==> config.mk <==
export PLATFORM = sky130hd
export DESIGN_NAME = gtab_timer_top
export DESIGN_NICKNAME = d
export VERILOG_FILES = /design/src/hw/gtab_pkg.sv /design/src/hw/gtab_meas.sv /design/src/hw/gtab_timer_top.sv
export VERILOG_INCLUDE_DIRS = /design/src /design/src/hw
export SDC_FILE = /design/constraint.sdc
export NUM_CORES = 1
export LEC_CHECK = 0
export ABC_AREA = 1
export BUFFER_PORTS_ARGS = -buffer_cell sky130_fd_sc_hd__buf_2
export CORE_UTILIZATION = 35
export CTS_CLUSTER_SIZE = 14
export DETAILED_ROUTE_END_ITERATION = 12
export GPL_ROUTABILITY_DRIVEN = 0
export GPL_TIMING_DRIVEN = 1
export HOLD_SLACK_MARGIN = 0.05
export PLACE_DENSITY = 0.62
export SLEW_MARGIN = 25
export SYNTH_ARGS = -nofsm -noshare
export SYNTH_HDL_FRONTEND = slang
export SYNTH_HIERARCHICAL = 1
export SYNTH_SLANG_ARGS = --single-unit
==> constraint.sdc <==
create_clock -name clk -period 5.9 [get_ports clk]
set_clock_uncertainty 0.1 [all_clocks]
set_input_delay 1.18 -clock clk [delete_from_list [all_inputs] [get_ports clk]]
set_output_delay 1.18 -clock clk [all_outputs]
set_load 0.005 [all_outputs]
==> src/hw/gtab_map.svh <==
// offsets of run bits, reset values and count-source divider terminals for the timer bank
`ifndef GTAB_MAP_SVH
`define GTAB_MAP_SVH

`define GTAB_A0_RUN_BIT    3'd0
`define GTAB_B_RUN_LOW_BIT 3'd5
`define GTAB_CNT_RST       16'h0000
`define GTAB_CNT_MAX       16'hffff
`define GTAB_DIV_TERM_1    8'h00
`define GTAB_DIV_TERM_8    8'h07
`define GTAB_DIV_TERM_32   8'h1f
`define GTAB_DIV_TERM_256  8'hff

`endif

==> src/hw/gtab_pkg.sv <==
// types and shared arithmetic for the timer bank
package gtab_pkg;

  typedef enum logic [1:0] {GTAB_A_TIMER, GTAB_A_EVENT, GTAB_A_ONESHOT, GTAB_A_PWM} gtab_amode_t;
  typedef enum logic [1:0] {GTAB_B_TIMER, GTAB_B_EVENT, GTAB_B_MEASURE, GTAB_B_SPARE} gtab_bmode_t;
  typedef enum logic {GTAB_OS_IDLE, GTAB_OS_RUN} gtab_os_t;

  typedef struct packed {
    logic [7:0]  pre;
    logic        tick;
    logic [15:0] cnt;
    logic [15:0] rld;
    logic        out;
    logic        irq;
    logic        irq_pend;
    logic        run_q;
    gtab_amode_t mode_q;
    logic        trig_q;
    logic        start_pend;
    logic        retrig;
    logic        reload_nxt;
    gtab_os_t    os;
  } gtab_a_state_t;

  typedef struct packed {
    logic [15:0] cnt;
    logic [15:0] rld;
    logic        run_q;
    logic        pin_q;
    logic        first;
    logic        ovf;
    logic        ovf_aged;
    logic        irq;
    logic [1:0]  sel;
    gtab_bmode_t mode;
  } gtab_b_state_t;

  function automatic logic [15:0] gtab_dec(input logic [15:0] v);
    gtab_dec = v - 16'h0001;
  endfunction : gtab_dec

  function automatic logic [15:0] gtab_inc(input logic [15:0] v);
    gtab_inc = v + 16'h0001;
  endfunction : gtab_inc

endpackage : gtab_pkg

==> src/hw/gtab_meas.sv <==
// second-family timer: timer, event counter and pulse period/width measurement
`timescale 1ns/1ps
`include "gtab_map.svh"

module gtab_meas (
  input  logic        clk,
  input  logic        sys_rst,
  input  logic        tick,
  input  logic        run,
  input  logic [1:0]  second_family_mode_reg,
  input  logic        measure_select_hi,
  input  logic        measure_select_lo,
  input  logic        mode_wr,
  input  logic        cnt_wr_en,
  input  logic [15:0] cnt_wr_data,
  input  logic        irq_clr,
  input  logic        event_pin,
  output logic [15:0] cnt_rd_data,
  output logic        overflow_flag,
  output logic        irq_request_flag
);

  gtab_pkg::gtab_b_state_t st_ff;
  gtab_pkg::gtab_b_state_t nxt_st;
  logic                    valid_edge;
  logic                    ovf_now;
  logic                    irq_set;

  always_comb
  begin
    nxt_st     = st_ff;
    irq_set    = 1'b0;
    nxt_st.run_q = run;
    nxt_st.pin_q = event_pin;
    // width mode takes both edges; period modes take one edge only
    case (st_ff.sel)
      2'b00:   valid_edge = !event_pin && st_ff.pin_q;
      2'b01:   valid_edge = event_pin && !st_ff.pin_q;
      default: valid_edge = event_pin != st_ff.pin_q;
    endcase
    ovf_now = run && st_ff.mode == gtab_pkg::GTAB_B_MEASURE && tick && st_ff.cnt == `GTAB_CNT_MAX;
    if (tick && st_ff.ovf)
      nxt_st.ovf_aged = 1'b1;
    if (mode_wr)
    begin
      nxt_st.mode = gtab_pkg::gtab_bmode_t'(second_family_mode_reg);
      nxt_st.sel  = {measure_select_hi, measure_select_lo};
      if (run && st_ff.run_q && {measure_select_hi, measure_select_lo} != st_ff.sel)
        irq_set = 1'b1;
      if (st_ff.ovf_aged)
      begin
        nxt_st.ovf      = 1'b0;
        nxt_st.ovf_aged = 1'b0;
      end
    end
    if (cnt_wr_en)
    begin
      nxt_st.rld = cnt_wr_data;
      if (!run)
        nxt_st.cnt = cnt_wr_data;
    end
    if (run && !st_ff.run_q)
      nxt_st.first = 1'b1;
    else if (run)
    begin
      case (st_ff.mode)
        gtab_pkg::GTAB_B_TIMER, gtab_pkg::GTAB_B_EVENT:
        begin
          if ((st_ff.mode == gtab_pkg::GTAB_B_TIMER) ? tick : (event_pin && !st_ff.pin_q))
          begin
            if (st_ff.cnt == `GTAB_CNT_RST)
            begin
              nxt_st.cnt = st_ff.rld;
              irq_set    = 1'b1;
            end
            else
              nxt_st.cnt = gtab_pkg::gtab_dec(st_ff.cnt);
          end
        end
        gtab_pkg::GTAB_B_MEASURE:
        begin
          // counter is not cleared at start, so an early overflow is possible
          if (ovf_now)
          begin
            nxt_st.cnt      = `GTAB_CNT_RST;
            nxt_st.ovf      = 1'b1;
            nxt_st.ovf_aged = 1'b0;
            irq_set         = 1'b1;
          end
          else if (tick)
            nxt_st.cnt = gtab_pkg::gtab_inc(st_ff.cnt);
          if (valid_edge && !(ovf_now && !st_ff.sel[1]))
          begin
            nxt_st.rld   = st_ff.cnt;
            nxt_st.cnt   = `GTAB_CNT_RST;
            nxt_st.first = 1'b0;
            if (!st_ff.first)
              irq_set = 1'b1;
          end
        end
        default: ;
      endcase
    end
    nxt_st.irq = (st_ff.irq && !irq_clr) || irq_set;
  end

  always_ff @(posedge clk or posedge sys_rst)
  begin
    if (sys_rst)
      st_ff <= '0;
    else
      st_ff <= nxt_st;
  end

  assign cnt_rd_data      = st_ff.cnt;
  assign overflow_flag    = st_ff.ovf;
  assign irq_request_flag = st_ff.irq;

  meas_first_a: assert property (@(posedge clk) disable iff (sys_rst)
    (run && st_ff.run_q && st_ff.mode == gtab_pkg::GTAB_B_MEASURE && st_ff.first && valid_edge
     && !ovf_now && !st_ff.irq && !mode_wr) |=> (!st_ff.irq && !st_ff.first))
    else $error("first measured edge raised a request");

  ovf_edge_a: assert property (@(posedge clk) disable iff (sys_rst)
    (ovf_now && !st_ff.sel[1] && valid_edge && !cnt_wr_en) |=> (st_ff.irq && st_ff.rld == $past(st_ff.rld)))
    else $error("edge at overflow was captured");

  sel_change_a: assert property (@(posedge clk) disable iff (sys_rst)
    (run && st_ff.run_q && mode_wr && {measure_select_hi, measure_select_lo} != st_ff.sel) |=> st_ff.irq)
    else $error("select change gave no request");

  ovf_clear_a: assert property (@(posedge clk) disable iff (sys_rst)
    (mode_wr && st_ff.ovf_aged && !ovf_now) |=> !st_ff.ovf)
    else $error("overflow flag not cleared by mode write");

endmodule : gtab_meas

==> src/hw/gtab_timer_top.sv <==
// first-family timer channel with divider, plus one second-family channel
`timescale 1ns/1ps
`include "gtab_map.svh"

// Contract
// timers stopped after reset; run bit starts
// reconfigure only while stopped
// timer mode reads return live count
// stopped write reads back until start
// event reload may read ffff or 0000
// one-shot stop: reload, output low, late request
// one-shot start waits up to one tick
// entering one-shot from reset/timer/event requests
// retrigger: one more decrement, then reload
// retrigger spaced one tick after trigger
// no external retrigger 300 ns before zero
// entering pwm from reset/timer/event requests
// pwm stop: high output falls and requests
// second-family run bits at 7..5
// overflow clear needs one tick after set
// first measured edge: no request
// early overflow before any edge allowed
// measure select change may request
// width mode measures both levels unmarked
// overflow with edge: one request, edge lost; width mode captures the edge
// no counter write at motor underflow
// 16-bit down counter reloads on underflow
module gtab_timer_top #(
  parameter int B_INDEX = 0
) (
  input  logic        clk,
  input  logic        sys_rst,
  input  logic [7:0]  count_start_reg_a,
  input  logic [7:0]  count_start_reg_b,
  input  logic [1:0]  first_family_mode_reg,
  input  logic [1:0]  count_src_sel,
  input  logic        up_down_select_reg,
  input  logic        trigger_select_low,
  input  logic        one_shot_start_reg,
  input  logic        a_cnt_wr_en,
  input  logic [15:0] a_cnt_wr_data,
  input  logic        a_irq_clr,
  input  logic        timer_trigger_pin,
  output logic        timer_output_pin,
  output logic [15:0] a_cnt_rd_data,
  output logic        a_irq_request_flag,
  input  logic [1:0]  second_family_mode_reg,
  input  logic        measure_select_hi,
  input  logic        measure_select_lo,
  input  logic        b_mode_wr,
  input  logic        b_cnt_wr_en,
  input  logic [15:0] b_cnt_wr_data,
  input  logic        b_irq_clr,
  input  logic        b_event_pin,
  output logic [15:0] b_cnt_rd_data,
  output logic        overflow_flag,
  output logic        b_irq_request_flag
);

  gtab_pkg::gtab_a_state_t st_ff;
  gtab_pkg::gtab_a_state_t nxt_st;
  gtab_pkg::gtab_amode_t   a_mode;
  logic                    first_family_run_bit;
  logic                    second_family_run_bit;
  logic [7:0]              div_term;
  logic                    trig_rise;
  logic                    start_evt;
  logic                    a_irq_set;

  function automatic logic [7:0] gtab_div_term(input logic [1:0] sel);
    case (sel)
      2'b00:   gtab_div_term = `GTAB_DIV_TERM_1;
      2'b01:   gtab_div_term = `GTAB_DIV_TERM_8;
      2'b10:   gtab_div_term = `GTAB_DIV_TERM_32;
      default: gtab_div_term = `GTAB_DIV_TERM_256;
    endcase
  endfunction : gtab_div_term

  // second-family run bits: timers 2..0 in reg a, 5..3 in reg b, both at 7..5
  function automatic logic gtab_b_run(input int idx, input logic [7:0] ra, input logic [7:0] rb);
    logic [2:0] pos;
    if (idx < 3)
    begin
      pos        = 3'(idx) + `GTAB_B_RUN_LOW_BIT;
      gtab_b_run = ra[pos];
    end
    else
    begin
      pos        = 3'(idx - 3) + `GTAB_B_RUN_LOW_BIT;
      gtab_b_run = rb[pos];
    end
  endfunction : gtab_b_run

  assign first_family_run_bit  = count_start_reg_a[`GTAB_A0_RUN_BIT];
  assign second_family_run_bit = gtab_b_run(B_INDEX, count_start_reg_a, count_start_reg_b);
  assign a_mode                = gtab_pkg::gtab_amode_t'(first_family_mode_reg);
  assign div_term              = gtab_div_term(count_src_sel);
  assign trig_rise             = timer_trigger_pin && !st_ff.trig_q;
  assign start_evt             = trigger_select_low ? trig_rise : one_shot_start_reg;

  always_comb
  begin
    nxt_st    = st_ff;
    a_irq_set = 1'b0;
    // count source divider: one-cycle enable, shared with the second channel
    nxt_st.tick = 1'b0;
    if (st_ff.pre >= div_term)
    begin
      nxt_st.pre  = 8'h00;
      nxt_st.tick = 1'b1;
    end
    else
      nxt_st.pre = st_ff.pre + 8'h01;
    nxt_st.run_q    = first_family_run_bit;
    nxt_st.mode_q   = a_mode;
    nxt_st.trig_q   = timer_trigger_pin;
    nxt_st.irq_pend = 1'b0;
    if (st_ff.irq_pend)
      a_irq_set = 1'b1;
    // mode_q resets to timer mode, so selection after reset counts as a switch
    if (a_mode != st_ff.mode_q && (a_mode == gtab_pkg::GTAB_A_ONESHOT || a_mode == gtab_pkg::GTAB_A_PWM)
        && (st_ff.mode_q == gtab_pkg::GTAB_A_TIMER || st_ff.mode_q == gtab_pkg::GTAB_A_EVENT))
      a_irq_set = 1'b1;
    if (a_cnt_wr_en)
    begin
      nxt_st.rld = a_cnt_wr_data;
      if (!first_family_run_bit)
        nxt_st.cnt = a_cnt_wr_data;
    end
    if (st_ff.run_q && !first_family_run_bit)
    begin
      if (a_mode == gtab_pkg::GTAB_A_ONESHOT && st_ff.os == gtab_pkg::GTAB_OS_RUN)
      begin
        nxt_st.cnt        = st_ff.rld;
        nxt_st.out        = 1'b0;
        nxt_st.os         = gtab_pkg::GTAB_OS_IDLE;
        nxt_st.retrig     = 1'b0;
        nxt_st.reload_nxt = 1'b0;
        nxt_st.start_pend = 1'b0;
        nxt_st.irq_pend   = 1'b1;
      end
      else if (a_mode == gtab_pkg::GTAB_A_PWM && st_ff.out)
      begin
        nxt_st.out = 1'b0;
        a_irq_set  = 1'b1;
      end
    end
    else if (first_family_run_bit)
    begin
      case (a_mode)
        gtab_pkg::GTAB_A_TIMER:
        begin
          if (st_ff.tick)
          begin
            if (st_ff.cnt == `GTAB_CNT_RST)
            begin
              nxt_st.cnt = st_ff.rld;
              a_irq_set  = 1'b1;
            end
            else
              nxt_st.cnt = gtab_pkg::gtab_dec(st_ff.cnt);
          end
        end
        gtab_pkg::GTAB_A_EVENT:
        begin
          if (trig_rise)
          begin
            if (up_down_select_reg)
            begin
              if (st_ff.cnt == `GTAB_CNT_MAX)
              begin
                nxt_st.cnt = st_ff.rld;
                a_irq_set  = 1'b1;
              end
              else
                nxt_st.cnt = gtab_pkg::gtab_inc(st_ff.cnt);
            end
            else if (st_ff.cnt == `GTAB_CNT_RST)
            begin
              nxt_st.cnt = st_ff.rld;
              a_irq_set  = 1'b1;
            end
            else
              nxt_st.cnt = gtab_pkg::gtab_dec(st_ff.cnt);
          end
        end
        gtab_pkg::GTAB_A_ONESHOT:
        begin
          if (st_ff.tick)
          begin
            if (st_ff.start_pend && st_ff.os == gtab_pkg::GTAB_OS_IDLE)
            begin
              nxt_st.os         = gtab_pkg::GTAB_OS_RUN;
              nxt_st.out        = 1'b1;
              nxt_st.cnt        = st_ff.rld;
              nxt_st.start_pend = 1'b0;
            end
            else if (st_ff.os == gtab_pkg::GTAB_OS_RUN)
            begin
              if (st_ff.reload_nxt)
              begin
                nxt_st.cnt        = st_ff.rld;
                nxt_st.reload_nxt = 1'b0;
              end
              else if (st_ff.retrig)
              begin
                nxt_st.cnt        = gtab_pkg::gtab_dec(st_ff.cnt);
                nxt_st.reload_nxt = 1'b1;
                nxt_st.retrig     = 1'b0;
              end
              else if (st_ff.cnt == `GTAB_CNT_RST)
              begin
                nxt_st.os  = gtab_pkg::GTAB_OS_IDLE;
                nxt_st.out = 1'b0;
                nxt_st.cnt = st_ff.rld;
                a_irq_set  = 1'b1;
              end
              else
                nxt_st.cnt = gtab_pkg::gtab_dec(st_ff.cnt);
            end
          end
          // a trigger landing on the tick that ends the count starts a fresh shot
          if (start_evt && !st_ff.start_pend)
          begin
            if (st_ff.os == gtab_pkg::GTAB_OS_RUN && nxt_st.os == gtab_pkg::GTAB_OS_RUN)
              nxt_st.retrig = 1'b1;
            else
              nxt_st.start_pend = 1'b1;
          end
        end
        gtab_pkg::GTAB_A_PWM:
        begin
          if (!st_ff.run_q)
          begin
            nxt_st.out = 1'b1;
            nxt_st.cnt = st_ff.rld;
          end
          else if (st_ff.tick)
          begin
            // low phase lasts the complement so the period stays fixed
            if (st_ff.cnt == `GTAB_CNT_RST)
            begin
              nxt_st.out = !st_ff.out;
              nxt_st.cnt = st_ff.out ? ~st_ff.rld : st_ff.rld;
              a_irq_set  = st_ff.out;
            end
            else
              nxt_st.cnt = gtab_pkg::gtab_dec(st_ff.cnt);
          end
        end
        default: ;
      endcase
    end
    nxt_st.irq = (st_ff.irq && !a_irq_clr) || a_irq_set;
  end

  always_ff @(posedge clk or posedge sys_rst)
  begin
    if (sys_rst)
      st_ff <= '0;
    else
      st_ff <= nxt_st;
  end

  assign timer_output_pin   = st_ff.out;
  assign a_cnt_rd_data      = st_ff.cnt;
  assign a_irq_request_flag = st_ff.irq;

  gtab_meas u_meas (
    .clk                    (clk),
    .sys_rst                (sys_rst),
    .tick                   (st_ff.tick),
    .run                    (second_family_run_bit),
    .second_family_mode_reg (second_family_mode_reg),
    .measure_select_hi      (measure_select_hi),
    .measure_select_lo      (measure_select_lo),
    .mode_wr                (b_mode_wr),
    .cnt_wr_en              (b_cnt_wr_en),
    .cnt_wr_data            (b_cnt_wr_data),
    .irq_clr                (b_irq_clr),
    .event_pin              (b_event_pin),
    .cnt_rd_data            (b_cnt_rd_data),
    .overflow_flag          (overflow_flag),
    .irq_request_flag       (b_irq_request_flag)
  );

  os_stop_a: assert property (@(posedge clk) disable iff (sys_rst)
    (st_ff.run_q && !first_family_run_bit && a_mode == gtab_pkg::GTAB_A_ONESHOT
     && st_ff.os == gtab_pkg::GTAB_OS_RUN && !a_cnt_wr_en)
    |=> (!st_ff.out && st_ff.cnt == $past(st_ff.rld)) ##1 st_ff.irq)
    else $error("one-shot stop did not reload, drop output and request");

  pwm_stop_a: assert property (@(posedge clk) disable iff (sys_rst)
    (st_ff.run_q && !first_family_run_bit && a_mode == gtab_pkg::GTAB_A_PWM && st_ff.out)
    |=> (!st_ff.out && st_ff.irq))
    else $error("pwm stop with high output did not fall and request");

  mode_irq_a: assert property (@(posedge clk) disable iff (sys_rst)
    (a_mode == gtab_pkg::GTAB_A_ONESHOT && st_ff.mode_q == gtab_pkg::GTAB_A_TIMER) |=> st_ff.irq)
    else $error("entering one-shot gave no request");

  wr_hold_a: assert property (@(posedge clk) disable iff (sys_rst)
    (!first_family_run_bit && a_cnt_wr_en) |=> a_cnt_rd_data == $past(a_cnt_wr_data))
    else $error("stopped write not read back");

  stop_hold_a: assert property (@(posedge clk) disable iff (sys_rst)
    (!first_family_run_bit && !st_ff.run_q && !a_cnt_wr_en) |=> $stable(a_cnt_rd_data))
    else $error("stopped counter moved");

  retrig_a: assert property (@(posedge clk) disable iff (sys_rst)
    (first_family_run_bit && st_ff.run_q && a_mode == gtab_pkg::GTAB_A_ONESHOT && st_ff.tick
     && st_ff.os == gtab_pkg::GTAB_OS_RUN && st_ff.retrig && !st_ff.reload_nxt && !a_cnt_wr_en)
    |=> (st_ff.reload_nxt && st_ff.cnt == gtab_pkg::gtab_dec($past(st_ff.cnt))))
    else $error("retrigger did not decrement before reload");

endmodule : gtab_timer_top

==> flow_summary.yaml <==
clock_tree:
  cts.sinks: 93
  hold_buffers: 0
  clockBufferDepth: 2
  cts_max_level: 3
  cts_resized: 0
  cts_tree: "built"
  clk-insertion-delay-late_ns: 0.38
  numCtsBuffers: 9
  clk_pin_slew_worst_paths_ns: 0.08
  postCtsSetupBuffers: 0
  root_buffer: "clkbuf_16"
sta:
  hold_viol_final: 0
  slew_headroom_pct: 27.4
  worst-slew-pin-transition_ns: 1.09
  finalHoldWorstSlack_ns: 0.385
  slew_violations: 0
  fin_crit_ns: 3.54
  finalCritPeriodShare_pct: 60.1
  finalSetupTns_ns: 0
  rsz0062_at_grt: "false"
  setup_viol: 0
  max_freq_ghz: 0.282
final_layout:
  n_fill_cell: 3166
  syn_to_final_growth_pct: 6.16
  drive_gt1_share_pct: 12.8
  seq_area_sq_um: 2330
  multiInputGateArea_sq_um: 6480
  final_nets: 1817
  layout.cells.non_filler: 2127
die:
  start_util_pct: 35.7
  die_h_um: 173
  core_area_sq_um: 28800
  die_width_um: 173
  rows: 62
  dieArea_sq_um: 30000
  ios: 104
grt:
  grt_pass1_vias: 10700
  grt_pass1_wl_mm: 56.1
  antenna_found_initial: 5
  grt_util_all_layers_pct: 23.4
  grt_max_degree: 91
  grt_overflow: 0
synth:
  syn_inst: 1736
  synth_top_family_by_area: "simple AND/OR/NAND/NOR gates"
  synthFlopType: "dfrtp_1"
  synth_mux_area_share_pct: 0.463
  synth_edf_count: 0
  synth_top_area_share_pct: 22.7
  synth_area_leader_cell: "dfrtp_1"
  async_flop_share_pct: 100
  synthTopCellsByArea: "dfrtp_1 23%, nand2_1 21%, inv_1 6.9%"
  syn-num-nets: 1820
  synthAdderAreaFrac_pct: 1.95
  yosysUniqueCellTypes: 51
  synth-compound-area-share_pct: 17.6
  syn_area_per_cell_sq_um: 5.92
  synthSimpleGateAreaFrac_pct: 39.5
  ys_seq_elements: 93
  syn_area_sq_um: 10300
  synth-xor-area-share_pct: 3.41
  seq_area_frac_synth_pct: 22.7
  yosysWarnings: 6
critical_path:
  crit_cells: 13
  crit_top_cell: "nand2_1"
  crit_type: "primary input to flip-flop"
  cp_max_fo: 21
  path_delay_family: "buffers and inverters"
  reg2regPathDepth: 7
  cp_slowest_stage_delay_ns: 0.46
  cp-end-kind: "flip-flop"
  slowest_stage: "nand2_1"
  crit_chain: "buf_2 > inv_1 > nand2_1 > buf_4 > nand2_1 > o21ai_0 > inv_1 > nor2_1 > a21oi_1 > o21ai_0 > nand4_1 > nand2_1 > nand2_1"
  worstPathArrival_ns: 3.70
  critPathBufInv: 4
  required_ns: 6.06
  start_kind: "primary input"
placement:
  io_buffers: 89
  place_inst: 2106
  hpwl_mm: 23.6
drt:
  via_per_inst: 5.32
  drcViolationCount: 0
  drt_iter0_markers: 969
  drtPass1Iterations: 6
  wl_mm: 34.7
  avgRoutedWirePerCell_um: 16.3
  ant_nets: 0
  num_vias: 11300
outcome:
  outcome: "finished clean"
power_and_ir_drop:
  p_per_area_nw_per_um2: 329
  worst_ir_drop_vdd_mv: 0.145
  p_leak_uw: 0.00546
hold_path:
  hold_class: "flip-flop to flip-flop"
  holdPathStages: 2
job:
  cap_violations: 0
-- kinds of logic (layout without fill, tap and decap cells) --
| kind of cell | Yosys count | in the layout |
|---|---|---|
| AO/OA/AOI/OAI | 322 | 322 |
| multiplexers | 4 | 4 |
| buffers and inverters | 320 | 322 |
| flip-flops | 93 | 93 |
| other | 0 | 5 |
| AND/OR/NAND/NOR | 941 | 941 |
| XOR/XNOR | 40 | 40 |
| adder cells (fa/ha/maj) | 16 | 16 |
-- metal layers --
metal / share of wire [%] / GRT usage (%)
met5: 0 / 0
met4: 2.4 / 9.88
met3: 7.5 / 4.01
met2: 46 / 38.0
met1: 44 / 30.5
-- power by group --
part	switching, uW	internal (uW)
clock	309	296
sequential	289	756
combinational	1280	663
total	1870	1720
-- stage by stage --
step / util [%] / worst slack, ns / area [sq um] / total power, uW
floorplan: - / 3.10 / 10300 / 2520
global placement: 36.8 / 2.12 / 10600 / 2920
detailed placement: 36.8 / 2.08 / 10600 / 2950
CTS: 37.8 / 2.47 / 10900 / 3570
global route: 37.9 / 2.15 / 10900 / 3910
finish: 37.9 / 2.36 / 10900 / 3590
-- final timing paths --
kind | from | endpoint | slack, ns
setup / recovery | count_start_reg_a[0] | a_cnt_rd_data[0] | 2.36
hold / removal | u_meas/irq_request_flag | u_meas/irq_request_flag | 0.39
setup reg to reg | st_ff[0] | st_ff[1] | 2.85
hold reg to reg | u_meas/irq_request_flag | u_meas/irq_request_flag | 0.39
max in group asynchronous | sys_rst | st_ff[43] | 4.22
min in group asynchronous | sys_rst | u_meas/irq_request_flag | 0.85
-- worst register-to-register path, stage by stage (launching register included) --
cell,delay [ns]
dfrtp_1,1.00
inv_1,0.21
nand2_1,0.72
inv_1,0.21
o21ai_0,0.20
o2111ai_1,0.17
a31oi_1,0.22
a21oi_1,0.06
-- sequential cells by signal (all words and copies together), names as in the netlist --
register and flops:
st_ff 33, u_meas/st_ff 24, timer_output_pin 1, a_cnt_rd_data 16, a_irq_request_flag 1, u_meas/overflow_flag 1, u_meas/cnt_rd_data 16, u_meas/irq_request_flag 1
-- cells in the mapped netlist (10+ instances only) --
cell type,n
nand2_1,565
inv_1,190
nor2_1,156
nand3_1,116
o21ai_0,111
dfrtp_1,93
a21oi_1,88
o21ai_1,48
buf_4,35
buf_2,34
xor2_1,31
clkbuf_1,27
nand2_2,22
nand4_1,21
o22ai_1,19
o21ai_2,18
ha_1,16
nor2_2,16
a31oi_1,10
inv_2,10
o211ai_1,10
-- cell type report --
| type | instances | share of cell area [%] |
|---|---|---|
| Inverter | 204 | 7.06 |
| Timing Repair Buffer | 102 | 4.98 |
| Tap cell | 384 | 4.41 |
| Sequential cell | 93 | 21.4 |
| Multi-Input combinational cell | 1323 | 59.5 |
| Clock buffer | 10 | 2.10 |
| Antenna cell | 5 | 0.115 |
| Clock inverter | 6 | 0.516 |
-- cells in the final DEF, fill, tap and decap left out, types with 10 or more instances in the layout --
cell / synthesis / routed
nand4_1: 21 / 21
nand2_2: 22 / 22
nand2_1: 565 / 565
inv_2: 10 / 11
buf_4: 35 / 13
nor2_4: 9 / 10
inv_1: 190 / 188
o211ai_1: 10 / 10
a31oi_1: 10 / 10
o21ai_1: 48 / 47
nand3_1: 116 / 116
o21ai_0: 111 / 111
o22ai_1: 19 / 19
a21oi_1: 88 / 88
dfrtp_1: 93 / 92
nor2_2: 16 / 18
ha_1: 16 / 16
nor2_1: 156 / 153
xor2_1: 31 / 31
buf_2: 34 / 89
o21ai_2: 18 / 18
Power figures use the tool's default switching activity.
